### src/logic/chr_consts.svh
// Purpose: offsets, field positions and reset values of the card host register map
// Assumes: byte addresses on a 32-bit classic Wishbone bus
// Notes: response words occupy four consecutive words from their base
`ifndef CHR_CONSTS_SVH
`define CHR_CONSTS_SVH
`define CHR_ADDR_W 14
`define CHR_OFF_IRQ_RAW 14'h0000
`define CHR_OFF_IRQ_MASK 14'h0004
`define CHR_OFF_IRQ_CLEAR 14'h0008
`define CHR_OFF_CLK_RATE 14'h000c
`define CHR_OFF_CONFIG 14'h0010
`define CHR_OFF_XFER_CTRL 14'h0014
`define CHR_OFF_ARG 14'h0018
`define CHR_OFF_CMD 14'h001c
`define CHR_OFF_CMD_REPLY 14'h0020
`define CHR_OFF_REPLY0 14'h0024
`define CHR_OFF_REPLY3 14'h0030
`define CHR_OFF_Q_STATUS 14'h0034
`define CHR_OFF_Q_THRESH 14'h0038
`define CHR_OFF_TXQ_BASE 14'h1000
`define CHR_OFF_RXQ_BASE 14'h2000
`define CHR_WIN_MASK 14'h3000
`define CHR_BIT_LINE3 19
`define CHR_BIT_SDIO 18
`define CHR_BIT_DATA_DONE 17
`define CHR_BIT_DATA_CRC 16
`define CHR_BIT_REPLY 15
`define CHR_SRC_LO 15
`define CHR_SRC_HI 19
`define CHR_THRESH_RESET 32'h00004040
`define CHR_ZERO32 32'h00000000
`endif

### src/logic/chr_pkg.sv
// Purpose: shared types of the card host register map
// Assumes: constants come from chr_consts.svh
// Notes: none
package chr_pkg;
  typedef enum logic [1:0] {
    CHR_IDLE,
    CHR_ACK
  } chr_bus_state_t;
  typedef logic [4:0] chr_src_t;
endpackage

### src/logic/chr_src_if.sv
// Purpose: carries the raw source bits between the register bank and the source latch
// Assumes: single clock
// Notes: none
`timescale 1ns/1ns
interface chr_src_if;
  logic [4:0] event_in;
  logic [4:0] clear_mask;
  logic [4:0] raw;
  modport bank (output event_in, output clear_mask, input raw);
  modport latch (input event_in, input clear_mask, output raw);
endinterface

### src/logic/chr_regmap.sv
// Purpose: card host controller register map with raw interrupt source
// Assumes: card engine events arrive as one-cycle pulses on CLK
// Notes: queue windows are passed through as strobes to the queues outside
//
// Design decision made here: the Wishbone interface to the registers.
`timescale 1ns/1ns
`include "chr_consts.svh"
module chr_regmap
  import chr_pkg::*;
(
  input wire logic CLK,
  input wire logic RST_N,
  input wire logic WB_CYC_I,
  input wire logic WB_STB_I,
  input wire logic WB_WE_I,
  input wire logic [`CHR_ADDR_W-1:0] WB_ADR_I,
  input wire logic [3:0] WB_SEL_I,
  input wire logic [31:0] WB_DAT_I,
  output logic [31:0] WB_DAT_O,
  output logic WB_ACK_O,
  output logic WB_ERR_O,
  input wire logic CARD_DATA_LINE_THREE,
  input wire logic SDIO_CARD_IRQ,
  input wire logic DATA_DONE_EVT,
  input wire logic DATA_CRC_EVT,
  input wire logic REPLY_EVT,
  input wire logic [31:0] CMD_REPLY,
  input wire logic [127:0] REPLY_WORDS,
  input wire logic [31:0] QUEUE_LEVEL,
  input wire logic [31:0] RXQ_DATA,
  output logic [31:0] CLK_RATE,
  output logic [31:0] CARD_CONFIG,
  output logic [31:0] XFER_CTRL,
  output logic [31:0] CMD_ARG,
  output logic [31:0] CMD_ISSUE,
  output logic CMD_ISSUE_STB,
  output logic [31:0] QUEUE_THRESH,
  output logic QUEUE_CTRL_STB,
  output logic [31:0] QUEUE_CTRL_DATA,
  output logic TXQ_PUSH,
  output logic [31:0] TXQ_DATA,
  output logic RXQ_POP,
  output logic IRQ
);
  chr_bus_state_t state;
  chr_src_if src ();
  logic [1:0] line3_sync;
  logic [1:0] sdio_sync;
  logic [31:0] irq_mask;
  logic req;
  logic wr;
  logic rd;
  logic hit;
  logic [31:0] next_rdata;
  logic [31:0] wmask;
  logic [31:0] raw_word;
  logic [`CHR_ADDR_W-1:0] win;
  logic [`CHR_ADDR_W-1:0] word_adr;
  logic [31:0] irq_pending;
  logic [1:0] reply_idx;
  logic in_regs;
  logic in_txq;
  logic in_rxq;
  logic sel_mask;
  logic sel_clear;
  logic sel_clk_rate;
  logic sel_config;
  logic sel_xfer;
  logic sel_arg;
  logic sel_cmd;
  logic sel_q_status;
  logic sel_q_thresh;

  // bit 19 is status only, so it never reaches the pin
  localparam logic [31:0] irq_sources = (32'h00000001 << `CHR_BIT_SDIO) |
    (32'h00000001 << `CHR_BIT_DATA_DONE) |
    (32'h00000001 << `CHR_BIT_DATA_CRC) |
    (32'h00000001 << `CHR_BIT_REPLY);

  // pins from the card pass two flops before use
  always_ff @(posedge CLK or negedge RST_N) begin
    if (!RST_N) begin
      line3_sync <= 2'h0;
      sdio_sync <= 2'h0;
    end else begin
      line3_sync <= {line3_sync[0], CARD_DATA_LINE_THREE};
      sdio_sync <= {sdio_sync[0], SDIO_CARD_IRQ};
    end
  end

  // a new request only in idle, so each access gets one ack or one err
  assign req = WB_CYC_I && WB_STB_I && (state == CHR_IDLE);
  assign wr = req && WB_WE_I;
  assign rd = req && !WB_WE_I;
  assign win = WB_ADR_I & `CHR_WIN_MASK;
  assign word_adr = {WB_ADR_I[`CHR_ADDR_W-1:2], 2'h0};
  assign in_regs = (win == 14'h0000);
  assign in_txq = (win == `CHR_OFF_TXQ_BASE);
  assign in_rxq = (win == `CHR_OFF_RXQ_BASE);

  // one select per writable word, low window only
  assign sel_mask = in_regs && (word_adr == `CHR_OFF_IRQ_MASK);
  assign sel_clear = in_regs && (word_adr == `CHR_OFF_IRQ_CLEAR);
  assign sel_clk_rate = in_regs && (word_adr == `CHR_OFF_CLK_RATE);
  assign sel_config = in_regs && (word_adr == `CHR_OFF_CONFIG);
  assign sel_xfer = in_regs && (word_adr == `CHR_OFF_XFER_CTRL);
  assign sel_arg = in_regs && (word_adr == `CHR_OFF_ARG);
  assign sel_cmd = in_regs && (word_adr == `CHR_OFF_CMD);
  assign sel_q_status = in_regs && (word_adr == `CHR_OFF_Q_STATUS);
  assign sel_q_thresh = in_regs && (word_adr == `CHR_OFF_Q_THRESH);

  // reply word n sits one word above its address bits, wraps at the last
  assign reply_idx = WB_ADR_I[3:2] - 2'h1;

  // byte enables widened to bit masks, one lane at a time
  genvar lane;
  generate
    for (lane = 0; lane < 4; lane++) begin : g_lane
      assign wmask[8*lane +: 8] = {8{WB_SEL_I[lane]}};
    end
  endgenerate

  // byte-lane merge shared by the mask and every control register
  function automatic logic [31:0] lane_merge(input logic [31:0] old_val, input logic [31:0] new_val,
    input logic [31:0] lanes);
    lane_merge = (old_val & ~lanes) | (new_val & lanes);
  endfunction

  // source word at offset zero, upper bits zero
  assign raw_word = {12'h000, src.raw, 15'h0000};

  assign src.event_in = {2'h0, DATA_DONE_EVT, DATA_CRC_EVT, REPLY_EVT};
  assign src.clear_mask = (wr && sel_clear) ?
    (WB_DAT_I[`CHR_SRC_HI:`CHR_SRC_LO] & wmask[`CHR_SRC_HI:`CHR_SRC_LO]) : 5'h00;

  chr_src_latch u_latch (
    .clk(CLK),
    .rst_n(RST_N),
    .line3_level(line3_sync[1]),
    .sdio_level(sdio_sync[1]),
    .src(src.latch)
  );

  always_comb begin
    hit = 1'b1;
    next_rdata = `CHR_ZERO32;
    if (in_txq) begin
      hit = WB_WE_I;
    end else if (in_rxq) begin
      hit = !WB_WE_I;
      next_rdata = RXQ_DATA;
    end else begin
      case (word_adr)
        `CHR_OFF_IRQ_RAW: begin
          hit = !WB_WE_I;
          next_rdata = raw_word;
        end
        `CHR_OFF_IRQ_MASK: next_rdata = irq_mask;
        `CHR_OFF_IRQ_CLEAR: hit = WB_WE_I;
        `CHR_OFF_CLK_RATE: next_rdata = CLK_RATE;
        `CHR_OFF_CONFIG: next_rdata = CARD_CONFIG;
        `CHR_OFF_XFER_CTRL: next_rdata = XFER_CTRL;
        `CHR_OFF_ARG: next_rdata = CMD_ARG;
        `CHR_OFF_CMD: next_rdata = CMD_ISSUE;
        `CHR_OFF_CMD_REPLY: begin
          hit = !WB_WE_I;
          next_rdata = CMD_REPLY;
        end
        `CHR_OFF_Q_STATUS: next_rdata = QUEUE_LEVEL;
        `CHR_OFF_Q_THRESH: next_rdata = QUEUE_THRESH;
        default: begin
          if (word_adr >= `CHR_OFF_REPLY0 && word_adr <= `CHR_OFF_REPLY3) begin
            hit = !WB_WE_I;
            next_rdata = REPLY_WORDS[32*reply_idx +: 32];
          end else begin
            hit = 1'b0;
          end
        end
      endcase
    end
  end

  // idle after every answer, so a held request is not taken twice
  always_ff @(posedge CLK or negedge RST_N) begin
    if (!RST_N) begin
      state <= CHR_IDLE;
    end else begin
      case (state)
        CHR_IDLE: begin
          if (req) begin
            state <= CHR_ACK;
          end
        end
        CHR_ACK: state <= CHR_IDLE;
        default: state <= CHR_IDLE;
      endcase
    end
  end

  // one wait-free answer: ack or err the edge after the request
  always_ff @(posedge CLK or negedge RST_N) begin
    if (!RST_N) begin
      WB_ACK_O <= 1'b0;
      WB_ERR_O <= 1'b0;
    end else begin
      WB_ACK_O <= req && hit;
      WB_ERR_O <= req && !hit;
    end
  end

  // read data holds until the next access
  always_ff @(posedge CLK or negedge RST_N) begin
    if (!RST_N) begin
      WB_DAT_O <= `CHR_ZERO32;
    end else if (req) begin
      WB_DAT_O <= hit ? next_rdata : `CHR_ZERO32;
    end
  end

  // mask resets to zero: no source reaches the pin until enabled
  always_ff @(posedge CLK or negedge RST_N) begin
    if (!RST_N) begin
      irq_mask <= `CHR_ZERO32;
    end else if (wr && sel_mask) begin
      irq_mask <= lane_merge(irq_mask, WB_DAT_I, wmask);
    end
  end

  // control registers; byte lanes honoured
  always_ff @(posedge CLK or negedge RST_N) begin
    if (!RST_N) begin
      CLK_RATE <= `CHR_ZERO32;
    end else if (wr && sel_clk_rate) begin
      CLK_RATE <= lane_merge(CLK_RATE, WB_DAT_I, wmask);
    end
  end

  always_ff @(posedge CLK or negedge RST_N) begin
    if (!RST_N) begin
      CARD_CONFIG <= `CHR_ZERO32;
    end else if (wr && sel_config) begin
      CARD_CONFIG <= lane_merge(CARD_CONFIG, WB_DAT_I, wmask);
    end
  end

  always_ff @(posedge CLK or negedge RST_N) begin
    if (!RST_N) begin
      XFER_CTRL <= `CHR_ZERO32;
    end else if (wr && sel_xfer) begin
      XFER_CTRL <= lane_merge(XFER_CTRL, WB_DAT_I, wmask);
    end
  end

  always_ff @(posedge CLK or negedge RST_N) begin
    if (!RST_N) begin
      CMD_ARG <= `CHR_ZERO32;
    end else if (wr && sel_arg) begin
      CMD_ARG <= lane_merge(CMD_ARG, WB_DAT_I, wmask);
    end
  end

  always_ff @(posedge CLK or negedge RST_N) begin
    if (!RST_N) begin
      CMD_ISSUE <= `CHR_ZERO32;
    end else if (wr && sel_cmd) begin
      CMD_ISSUE <= lane_merge(CMD_ISSUE, WB_DAT_I, wmask);
    end
  end

  always_ff @(posedge CLK or negedge RST_N) begin
    if (!RST_N) begin
      QUEUE_THRESH <= `CHR_THRESH_RESET;
    end else if (wr && sel_q_thresh) begin
      QUEUE_THRESH <= lane_merge(QUEUE_THRESH, WB_DAT_I, wmask);
    end
  end

  // strobes to the card engine and queues, one cycle each
  always_ff @(posedge CLK or negedge RST_N) begin
    if (!RST_N) begin
      CMD_ISSUE_STB <= 1'b0;
    end else begin
      CMD_ISSUE_STB <= wr && sel_cmd;
    end
  end

  // flush meaning is left to the queues outside
  always_ff @(posedge CLK or negedge RST_N) begin
    if (!RST_N) begin
      QUEUE_CTRL_STB <= 1'b0;
      QUEUE_CTRL_DATA <= `CHR_ZERO32;
    end else begin
      QUEUE_CTRL_STB <= wr && sel_q_status;
      if (wr && sel_q_status) begin
        QUEUE_CTRL_DATA <= WB_DAT_I & wmask;
      end
    end
  end

  always_ff @(posedge CLK or negedge RST_N) begin
    if (!RST_N) begin
      TXQ_PUSH <= 1'b0;
      TXQ_DATA <= `CHR_ZERO32;
    end else begin
      TXQ_PUSH <= wr && in_txq;
      if (wr && in_txq) begin
        TXQ_DATA <= WB_DAT_I & wmask;
      end
    end
  end

  // pop after the read so the sampled word is the head
  always_ff @(posedge CLK or negedge RST_N) begin
    if (!RST_N) begin
      RXQ_POP <= 1'b0;
    end else begin
      RXQ_POP <= rd && in_rxq;
    end
  end

  assign irq_pending = raw_word & irq_mask & irq_sources;

  always_ff @(posedge CLK or negedge RST_N) begin
    if (!RST_N) begin
      IRQ <= 1'b0;
    end else begin
      IRQ <= |irq_pending;
    end
  end
endmodule

### src/logic/chr_src_latch.sv
// Purpose: raw interrupt source bits 15 to 19, sticky for bits 15 to 17, live levels for 18 and 19
// Assumes: event_in sampled on the same clock
// Notes: index 0 is bit 15
`timescale 1ns/1ns
`include "chr_consts.svh"
module chr_src_latch
  import chr_pkg::*;
(
  input wire logic clk,
  input wire logic rst_n,
  input wire logic line3_level,
  input wire logic sdio_level,
  chr_src_if.latch src
);
  logic [2:0] sticky;
  genvar i;
  generate
    for (i = 0; i < 3; i++) begin : g_sticky
      always_ff @(posedge clk or negedge rst_n) begin
        if (!rst_n) begin
          sticky[i] <= 1'b0;
        end else if (src.event_in[i]) begin
          sticky[i] <= 1'b1;
        end else if (src.clear_mask[i]) begin
          sticky[i] <= 1'b0;
        end
      end
    end
  endgenerate
  assign src.raw = {line3_level, sdio_level, sticky};
endmodule

### config.mk
export PLATFORM = sky130hd
export DESIGN_NAME = chr_regmap
export DESIGN_NICKNAME = d
export VERILOG_FILES = /design/src/logic/chr_pkg.sv /design/src/logic/chr_src_if.sv /design/src/logic/chr_regmap.sv /design/src/logic/chr_src_latch.sv
export VERILOG_INCLUDE_DIRS = /design/src /design/src/logic
export SDC_FILE = /design/constraint.sdc
export NUM_CORES = 1
export LEC_CHECK = 0
export ABC_AREA = 0
export BUFFER_PORTS_ARGS = -buffer_cell sky130_fd_sc_hd__buf_2
export CORE_AREA = 3 3 222 224
export CTS_CLUSTER_DIAMETER = 80
export DETAILED_ROUTE_END_ITERATION = 10
export DIE_AREA = 0 0 225 227
export GPL_ROUTABILITY_DRIVEN = 0
export HOLD_SLACK_MARGIN = 0.1
export PLACE_DENSITY = 0.59
export REMOVE_ABC_BUFFERS = 1
export SETUP_SLACK_MARGIN = 0.05
export SYNTH_ARGS = -nofsm -noshare
export SYNTH_HDL_FRONTEND = slang
export SYNTH_SLANG_ARGS = --single-unit
### constraint.sdc
create_clock -name CLK -period 2.3 [get_ports CLK]
set_clock_uncertainty 0.05 [all_clocks]
set_input_delay 0.115 -clock CLK [delete_from_list [all_inputs] [get_ports CLK]]
set_output_delay 0.115 -clock CLK [all_outputs]
set_load 0.1 [all_outputs]
==> impl_metrics.ini, run 1 <==
[global_route]
grt_pass1_wl_mm = 111
antenna_found_initial = 5
grt_use_total_pct = 30.0
grt_pass1_vias = 16100
grt_max_degree = 61
overflow = 0

[setup_path]
crit_path_start = WB_ADR_I[2]
cpLargestDelayFamily = buffers and inverters
crit_path_start_kind = input pin
setup.worst_path.end_class = flop
worstPathMaxFanout = 10
r2r_start = state[0]$_DFFE_PN0P_
criticalPathCategory = input pin to flop
path_cells = buf_2 -> inv_1 -> ha_2 -> and3b_1 -> buf_4 -> a222oi_1 -> a31o_2 -> and4b_1 -> o31ai_1 -> dlygate4sd3_1
path_buf_inv = 4
required_ns = 2.73
critPathSlowestCell = dlygate4sd3_1
arrival_ns = 2.71
cpPeakStageDelay_ns = 0.57

[clock_network]
root_buffer = clkbuf_16
clock_sinks = 335
clk_pin_slew_ns = 0.06
cts_buffers = 40
cts_tree = built
insertion_delay_ns = 0.56
h-tree-depth = 2
cts.path.max_buffers = 3

[layout]
nets = 2411
drive_gt1_share_pct = 51.5
final_common_cell = buf_2
fin_util_pct = 49.9
area_growth_pct = 42.8
final_cell_mix = buf_2, dfrtp_1, mux2_2
n_fill_cell = 4287

[sta]
hold_violations = 0
slew_headroom_pct = 47.3
fin_crit_sh_pct = 98.9
drv_slew = 0
tightest_slew_ns = 0.787
fmax_mhz = 440
rsz0062_at_grt = yes
fin_crit_ns = 2.27
finalSetupViolCount = 0
hold_ws_ns = 0.122

[drt]
drt-initial-drc-count = 1322
ant_nets = 0
drt_wl_total_mm = 79.3
wl_per_cell_um = 28.7
via_count = 15700
dr.pass1.iters = 5
drc = 0
avgViaCountPerCell = 5.66

[logic_synthesis]
synth.ff_latch_count = 335
synth_cell_types = 70
synth_enable_flop_cells = 0
seq_area_frac_synth_pct = 50.5
synth_cells = 1359
async_flop_share_pct = 100
synth_warnings = 0
ys.flop_type = dfrtp_1
syn_area_um2 = 16600
post_synth.cell_area_avg_um2 = 12.2

[power]
ir_drop_mv = 0.558
power_density_nw_per_um2 = 622
p_leak_nw = 12.2

[job]
drv_cap = 0

[min_path]
worstHoldStart = CMD_REPLY[20]
hp-class = input pin to flop

[die]
die_area_um2 = 51100
die_width_um = 225
num_rows = 80
core_area_um2 = 47500
io_pins = 579
die_y_um = 227
start_util_pct = 34.9

[placement]
portBuffers = 576
dp_hpwl_mm = 59.0

[outcome]
outcome = finished, final reports clean
==> routing by layer <==
metal | share of wire [%] | GRT usage (%) | vias to the layer above
met5 | 0.048 | 0 | -
met4 | 3.7 | 10.7 | 6
met3 | 7.9 | 6.32 | 180
met2 | 49 | 51.2 | 877
met1 | 40 | 38.1 | 7937
li1 | - | - | 6661
==> cells in the mapped netlist (21+ instances only) <==
cell type | instances | area share [%]
nor2_1 | 22 | 0.50
a21oi_1 | 21 | 0.63
buf_2 | 26 | 0.78
mux2_2 | 239 | 16
mux4_2 | 32 | 4.3
nand2_1 | 182 | 4.1
dfrtp_1 | 333 | 50
clkbuf_1 | 50 | 1.1
a22o_1 | 23 | 1.2
o21ai_0 | 88 | 2.7
a22oi_1 | 36 | 1.6
==> metrics by stage <==
step / area [um^2] / instances / worst slack, ns / setup TNS [ns] / total power, mW
2_1_floorplan: 16200 / 1264 / -0.767 / -68.50 / 7.35
3_3_place_gp: 21300 / 2585 / -0.000822 / -0.00161 / 8.42
3_5_place_dp: 21300 / 2585 / -0.0586 / -0.455 / 8.45
4_1_cts: 23700 / 2764 / 0.0882 / 0 / 14.8
5_1_grt: 23700 / 2767 / 0.00478 / 0 / 15.2
6_report: 23700 / 2768 / 0.0251 / 0 / 14.8
==> worst register-to-register path: stages (launching register included) <==
cell and delay (ns):
dfrtp_1 0.36, nand3b_4 0.17, inv_2 0.07, buf_4 0.33
o21ai_4 0.12, buf_12 0.18, o31ai_1 0.25, dlygate4sd3_1 0.57
==> path summary, 6_finish.rpt <==
kind                                            end  slack, ns  cells after the start
max reg2reg                WB_DAT_O[25]$_DFFE_PN0P_       0.14                      7
max                        WB_DAT_O[25]$_DFFE_PN0P_       0.03                     10
min reg2reg                  sdio_sync[1]$_DFF_PN0_       0.30                      0
min in group asynchronous                 async pin       0.62                      3
max in group asynchronous                 async pin       0.22                      4
min                        WB_DAT_O[20]$_DFFE_PN0P_       0.12                      5
==> power breakdown <==
group          internal [mW]  switching [mW]
Sequential              6.00          0.0541
Clock                   3.70            2.56
Combinational          0.744            1.71
==> repair_timing <==
item                                   in CTS  in global routing
endpoints found under the hold margin     661                  0
setup buffers                               0                  1
hold buffers                              110                  0
setup endpoints to repair                   0                  8
gates resized for setup                     0                  5
==> layout make-up <==
cell class              count  area [um^2]  share of cell area, %
flip-flops and latches    335         8390                   35.3
clock inverters            10         83.8                  0.353
inverters                   7         26.3                  0.111
clock buffers              59         1190                   5.03
diodes                      3         7.51                 0.0316
multi-input cells         922         7810                   32.9
well taps                 615          769                   3.24
repair buffers            817         5460                   23.0
==> kinds of logic after synthesis <==
family	Yosys count	share of synthesized area (%)
compound gates	319	14.1
fa+ha+maj	4	0.301
buf+inv	102	2.88
flops	335	50.5
mux	293	21.9
simple gates	306	10.3
Note: power is estimated with default switching activity, not from simulation.
==> inputs of run 2 (changes only) <==
ABC_AREA = 1   (was 0)
CORE_AREA = 3 3 225 227   (was 3 3 222 224)
DIE_AREA = 0 0 228 230   (was 0 0 225 227)
==> run 2 against run 1 <==
  * Count of clock-buffer cells in the layout is 5 lower
  * Total power grew 1.4%
  * Sequential share of layout area shrank 0.86 points
  * Die area rose by 2.7%
  * Area after synthesis is 2.2% higher
  * Synthesized cell count rose by 63%
  * Clock power is 3.8% higher
  * Cell count is 33% higher
  * Via count rose by 23%
  * Critical endpoint is now WB_DAT_O[26]$_DFFE_PN0P_
  * Largest cell class unchanged
  * Highest routed layer unchanged
==> impl_metrics.ini, run 2 <==
[logic_synthesis]
seq_area_frac_synth_pct = 49.4
synth_top_cell_by_area = dfrtp_1
yosys.area.top_type_share_pct = 49.1
post_synth.cell_area_avg_um2 = 7.66
synthTopCellsByArea = dfrtp_1, nand2_1, o21ai_0
synth_cell_types = 34
synth_enable_flop_cells = 0
ys.flop_type = dfrtp_1
synthTopCellsByCount = nand2_1, dfrtp_1, o21ai_0
async_flop_share_pct = 100
yosys.cell_count.top_type = nand2_1
synth.ff_latch_count = 335
synth_warnings = 0
syn_area_um2 = 17000
synth_cells = 2215

[global_route]
antenna_found_initial = 15
grt_pass1_vias = 18900
grt_use_total_pct = 30.4
grt_max_degree = 77
grt_pass1_wl_mm = 121
overflow = 0

[power]
power_mw = 15.0
pwr-share-clk_pct = 43.4
p_leak_nw = 12.8
power_density_nw_per_um2 = 615
p_switching_mw = 4.39
p_sw_share_pct = 29.3
pwr-share-comb_pct = 16.0
p_int_mw = 10.6
p_seq_share_pct = 40.6
ir_drop_mv = 0.482

[setup_path]
arrival_ns = 2.55
r2r_start = state[0]$_DFFE_PN0P_
cpLargestDelayFamily = simple AND/OR/NAND/NOR gates
path_common_cell = nor2_1
path_cells = dlygate4sd3_1 -> buf_2 -> nor2_2 -> nand2_4 -> nor2_8 -> buf_12 -> nand3_2 -> buf_4 -> nor2_1 -> nor2_1 -> nand2_1 -> nor2_1 -> nand3_1 -> nand3_2 -> nand2_1
criticalPathCategory = input pin to flop
required_ns = 2.69
critPathSlowestCell = dlygate4sd3_1
cpPeakStageDelay_ns = 0.56
crit_path_start = WB_ADR_I[13]
crit_path_start_kind = input pin
setup.worst_path.end_class = flop
worstPathMaxFanout = 24
path_buf_inv = 4

[placement]
dp_hpwl_mm = 60.5
place_area_um2 = 21300
portBuffers = 576

[die]
num_rows = 81
start_util_pct = 34.7
io_pins = 579
die_area_um2 = 52400
core_area_um2 = 48800
die_y_um = 230
die_width_um = 228

[sta]
fin_crit_ns = 2.16
drv_slew = 0
rsz0062_at_grt = yes
fin_crit_sh_pct = 93.9
hold_ws_ns = 0.0992
hold_violations = 0
tightest_slew_ns = 0.970
slew_headroom_pct = 35.2
fmax_mhz = 463
finalSetupViolCount = 0
tns_ns = 0

[layout]
nets = 3271
multiInputGateArea_um2 = 7650
stdcell_area_um2 = 24300
final_cell_mix = nand2_1, buf_2, dfrtp_1
area_growth_pct = 43.3
seqCellArea_um2 = 8390
drive_gt1_share_pct = 28.3
final_common_cell = nand2_1
n_fill_cell = 4842

[outcome]
outcome = finished, final reports clean

[drt]
drt-initial-drc-count = 1867
wl_per_cell_um = 22.2
via_count = 19300
drt_wl_total_mm = 81.7
ant_nets = 0
drc = 0
dr.pass1.iters = 6
avgViaCountPerCell = 5.24

[clock_network]
clk_pin_slew_ns = 0.06
cts.path.max_buffers = 3
root_buffer = clkbuf_16
h-tree-depth = 2
cts_buffers = 41
insertion_delay_ns = 0.55
clock_sinks = 335
cts_tree = built

[min_path]
hp-class = input pin to async pin

[job]
drv_cap = 0
[run 2: logic make-up (layout without fill, tap and decap cells)]
group	count (synthesis)	in the layout	synth area share, %
simple gates	1244	1244	32.7
buf+inv	235	1032	5.75
compound gates	397	397	11.9
other cells	0	7	0
fa+ha+maj	4	4	0.295
flops	335	335	49.4
[run 2: what timing repair did]
item	4_1_cts	5_1_grt
hold buffers	162	0
buffers inserted	0	2
resized for setup	2	5
pin swaps	0	2
endpoints found under the setup margin	13	10
gates cloned	0	0
endpoints found under the hold margin	640	0
[run 2: routing by layer]
layer	routed length (um)	GRT usage (%)	share of wire, %
met4	3510	11.8	4.3
met3	7520	7.04	9.2
met5	127	0	0.16
met2	37200	48.8	45
met1	33400	39.9	41
[run 2: layout make-up]
cell class,count,area share (%)
flip-flops and latches,335,34.5
multi-input cells,1645,31.5
repair buffers,863,23.6
clock buffers,54,4.62
well taps,664,3.42
inverters,97,1.51
clock inverters,18,0.839
diodes,7,0.0720
[run 2: per-stage QoR]
step,worst slack (ns),instances,utilization (%)
6_report,0.140,3683,49.8
2_1_floorplan,-1.55,2077,-
3_5_place_dp,-0.244,3440,43.6
3_3_place_gp,-0.195,3440,43.6
4_1_cts,0.0752,3674,49.7
5_1_grt,0.0427,3681,49.8
[run 2: power by group through the flow]
| stage | logic [mW] | clock network, mW | registers, mW |
|---|---|---|---|
| 2_1_floorplan | 0.427 | 0 | 7.01 |
| 3_3_place_gp | 2.13 | 0 | 6.18 |
| 3_5_place_dp | 2.15 | 0 | 6.18 |
| 4_1_cts | 2.39 | 6.62 | 6.08 |
| 5_1_grt | 2.53 | 6.88 | 6.09 |
| 6_report | 2.39 | 6.50 | 6.08 |
[run 2: path summary, 6_finish.rpt]
check / depth (start not counted) / slack [ns] / end
setup / recovery: 15 / 0.14 / WB_DAT_O[26]$_DFFE_PN0P_
hold / removal: 2 / 0.1 / TXQ_DATA[6]$_DFFE_PN0P_
setup reg to reg: 8 / 0.22 / flop
hold reg to reg: 0 / 0.30 / sdio_sync[1]$_DFF_PN0_
max in group asynchronous: 3 / 1.26 / QUEUE_CTRL_DATA[17]$_DFFE_PN0P_
min in group CLK: 7 / 0.12 / WB_DAT_O[24]$_DFFE_PN0P_
==> inputs of run 3 (changes only) <==
ABC_AREA = unset   (was 1)
BUFFER_PORTS_ARGS = unset   (was -buffer_cell sky130_fd_sc_hd__buf_2)
CORE_AREA = 3 3 222 224   (was 3 3 225 227)
DIE_AREA = 0 0 225 227   (was 0 0 228 230)
DONT_BUFFER_PORTS = 1   (was unset)
PLACE_DENSITY = 0.49   (was 0.59)
clock period = 2.2 ns   (was 2.3 ns; I/O delays follow)
==> run 3 against run 2 <==
  * The flow now finishes with violations (hold timing)
  * Non-clock buffer count shrank 293
  * Register-to-register slack lost 0.06 ns
  * Highest routed layer unchanged
  * Critical endpoint is now WB_DAT_O[24]$_DFFE_PN0P_
  * Total power grew 0.44%
  * Cell count shrank 31%
  * Hold slack lost 0.90 ns
  * Count of clock-buffer cells in the layout grew 7
  * Global-route usage grew 0.60 points
==> impl_metrics.ini, run 3 (synthesis results as in run 1) <==
[setup_path]
arrival_ns = 2.48
criticalPathCategory = input pin to flop
setup.worst_path.end_class = flop
worstPathMaxFanout = 23
crit_path_start_kind = input pin
required_ns = 2.63

[placement]
place_inst = 2274
portBuffers = 0
place_area_um2 = 20400
dp_hpwl_mm = 55.9

[die]
num_rows = 80
die_area_um2 = 51100
core_area_um2 = 47500
start_util_pct = 34.9
die_width_um = 225
io_pins = 579
die_y_um = 227

[layout]
nets = 2165
final_common_cell = buf_4
area_growth_pct = 41.2
seqCellArea_um2 = 8390
fin_cells = 2528
final_cell_mix = buf_4, dfrtp_1, mux2_2
stdcell_area_um2 = 23500
multiInputGateArea_um2 = 7810
n_fill_cell = 4337
drive_gt1_share_pct = 41.7
fin_util_pct = 49.3

[global_route]
overflow = 0
grt_use_total_pct = 31.0
grt_pass1_vias = 15200
grt_max_degree = 336
antenna_found_initial = 11
grt_pass1_wl_mm = 112

[power]
power_mw = 15.0
p_leak_nw = 11.1
ir_drop_mv = 0.511
power_density_nw_per_um2 = 641

[outcome]
outcome = complete, but fails checks
violations = hold timing

[clock_network]
root_buffer = clkbuf_16
clk_pin_slew_ns = 0.06
postCtsHoldBufs = 173
h-tree-depth = 2
cts_buffers = 41
cts.path.max_buffers = 3
cts_tree = built
insertion_delay_ns = 0.56
clock_sinks = 335

[drt]
wl_per_cell_um = 32.1
ant_nets = 0
avgViaCountPerCell = 5.78
dr.pass1.iters = 5
via_count = 14600
drt_wl_total_mm = 81.2
drt-initial-drc-count = 1348
drc = 0

[sta]
fin_crit_sh_pct = 93.2
fin_crit_ns = 2.05
drv_slew = 0
finalSetupViolCount = 0
hold_ws_ns = -0.800
fmax_mhz = 488
hold_violations = 335
slew_headroom_pct = 40.1
tns_ns = 0
rsz0062_at_grt = yes
tightest_slew_ns = 0.895

[min_path]
hp-class = input pin to async pin

[job]
drv_cap = 0
-- run 3: routing by layer --
metal | up-vias | part of all wire [%] | GRT usage [%]
met3 | 179 | 9.2 | 9.04
li1 | 6213 | - | -
met5 | - | 0.068 | 0
met4 | 8 | 4.0 | 12.2
met1 | 7398 | 39 | 38.5
met2 | 812 | 48 | 51.2
-- run 3: timing repair --
| action | CTS | global route |
|---|---|---|
| resized for setup | 0 | 6 |
| endpoints found under the hold margin | 665 | 335 |
| endpoints found under the setup margin | 0 | 60 |
| setup buffers | 0 | 2 |
-- run 3: report_power, final --
group	switching, mW	internal, mW	leakage [nW]
Clock	2.73	3.74	0.617
Sequential	0.0382	6.27	4.62
Combinational	1.56	0.701	5.84
Total	4.32	10.7	11.1
-- run 3: path summary, 6_finish.rpt --
kind                                         startpoint                       end  slack (ns)  depth (start not counted)
max in group asynchronous                         RST_N                 async pin        2.43                          0
worst max-delay path                        WB_ADR_I[2]  WB_DAT_O[24]$_DFFE_PN0P_        0.15                          9
worst max register to register                     flop  WB_DAT_O[12]$_DFFE_PN0P_        0.16                          6
worst min register to register  line3_sync[0]$_DFF_PN0_   line3_sync[1]$_DFF_PN0_        0.31                          0
worst min-delay path                              RST_N  TXQ_DATA[31]$_DFFE_PN0P_       -0.80                          0
min in group CLK                         QUEUE_LEVEL[3]   WB_DAT_O[3]$_DFFE_PN0P_        0.13                          4
-- run 3: cell type report --
cell class                      count  share of cell area [%]
Sequential cell                   335                    35.7
Inverter                            7                   0.112
Clock buffer                       61                    5.08
Timing Repair Buffer              570                    22.1
Clock inverter                     10                   0.277
Antenna cell                        8                  0.0853
Multi-Input combinational cell    922                    33.3
Tap cell                          615                    3.28
-- run 3: critical path, cell delays in order --
cell and delay [ns]:
inv_1 0.08, ha_2 0.29, buf_4 0.27, o21ai_0 0.19, a21oi_4 0.22, buf_4 0.33
o221ai_1 0.19, dlygate4sd3_1 0.60, a32oi_1 0.15
-- run 3: through the flow --
step                      hold WS (ns)  setup WS (ns)
after detailed placement        -0.227         0.0576
final                           -0.800          0.149
after global placement          -0.227         0.0914
after floorplan                 -0.236         -0.867
after global routing            -0.826        0.00505
after CTS                       -0.820         0.0525
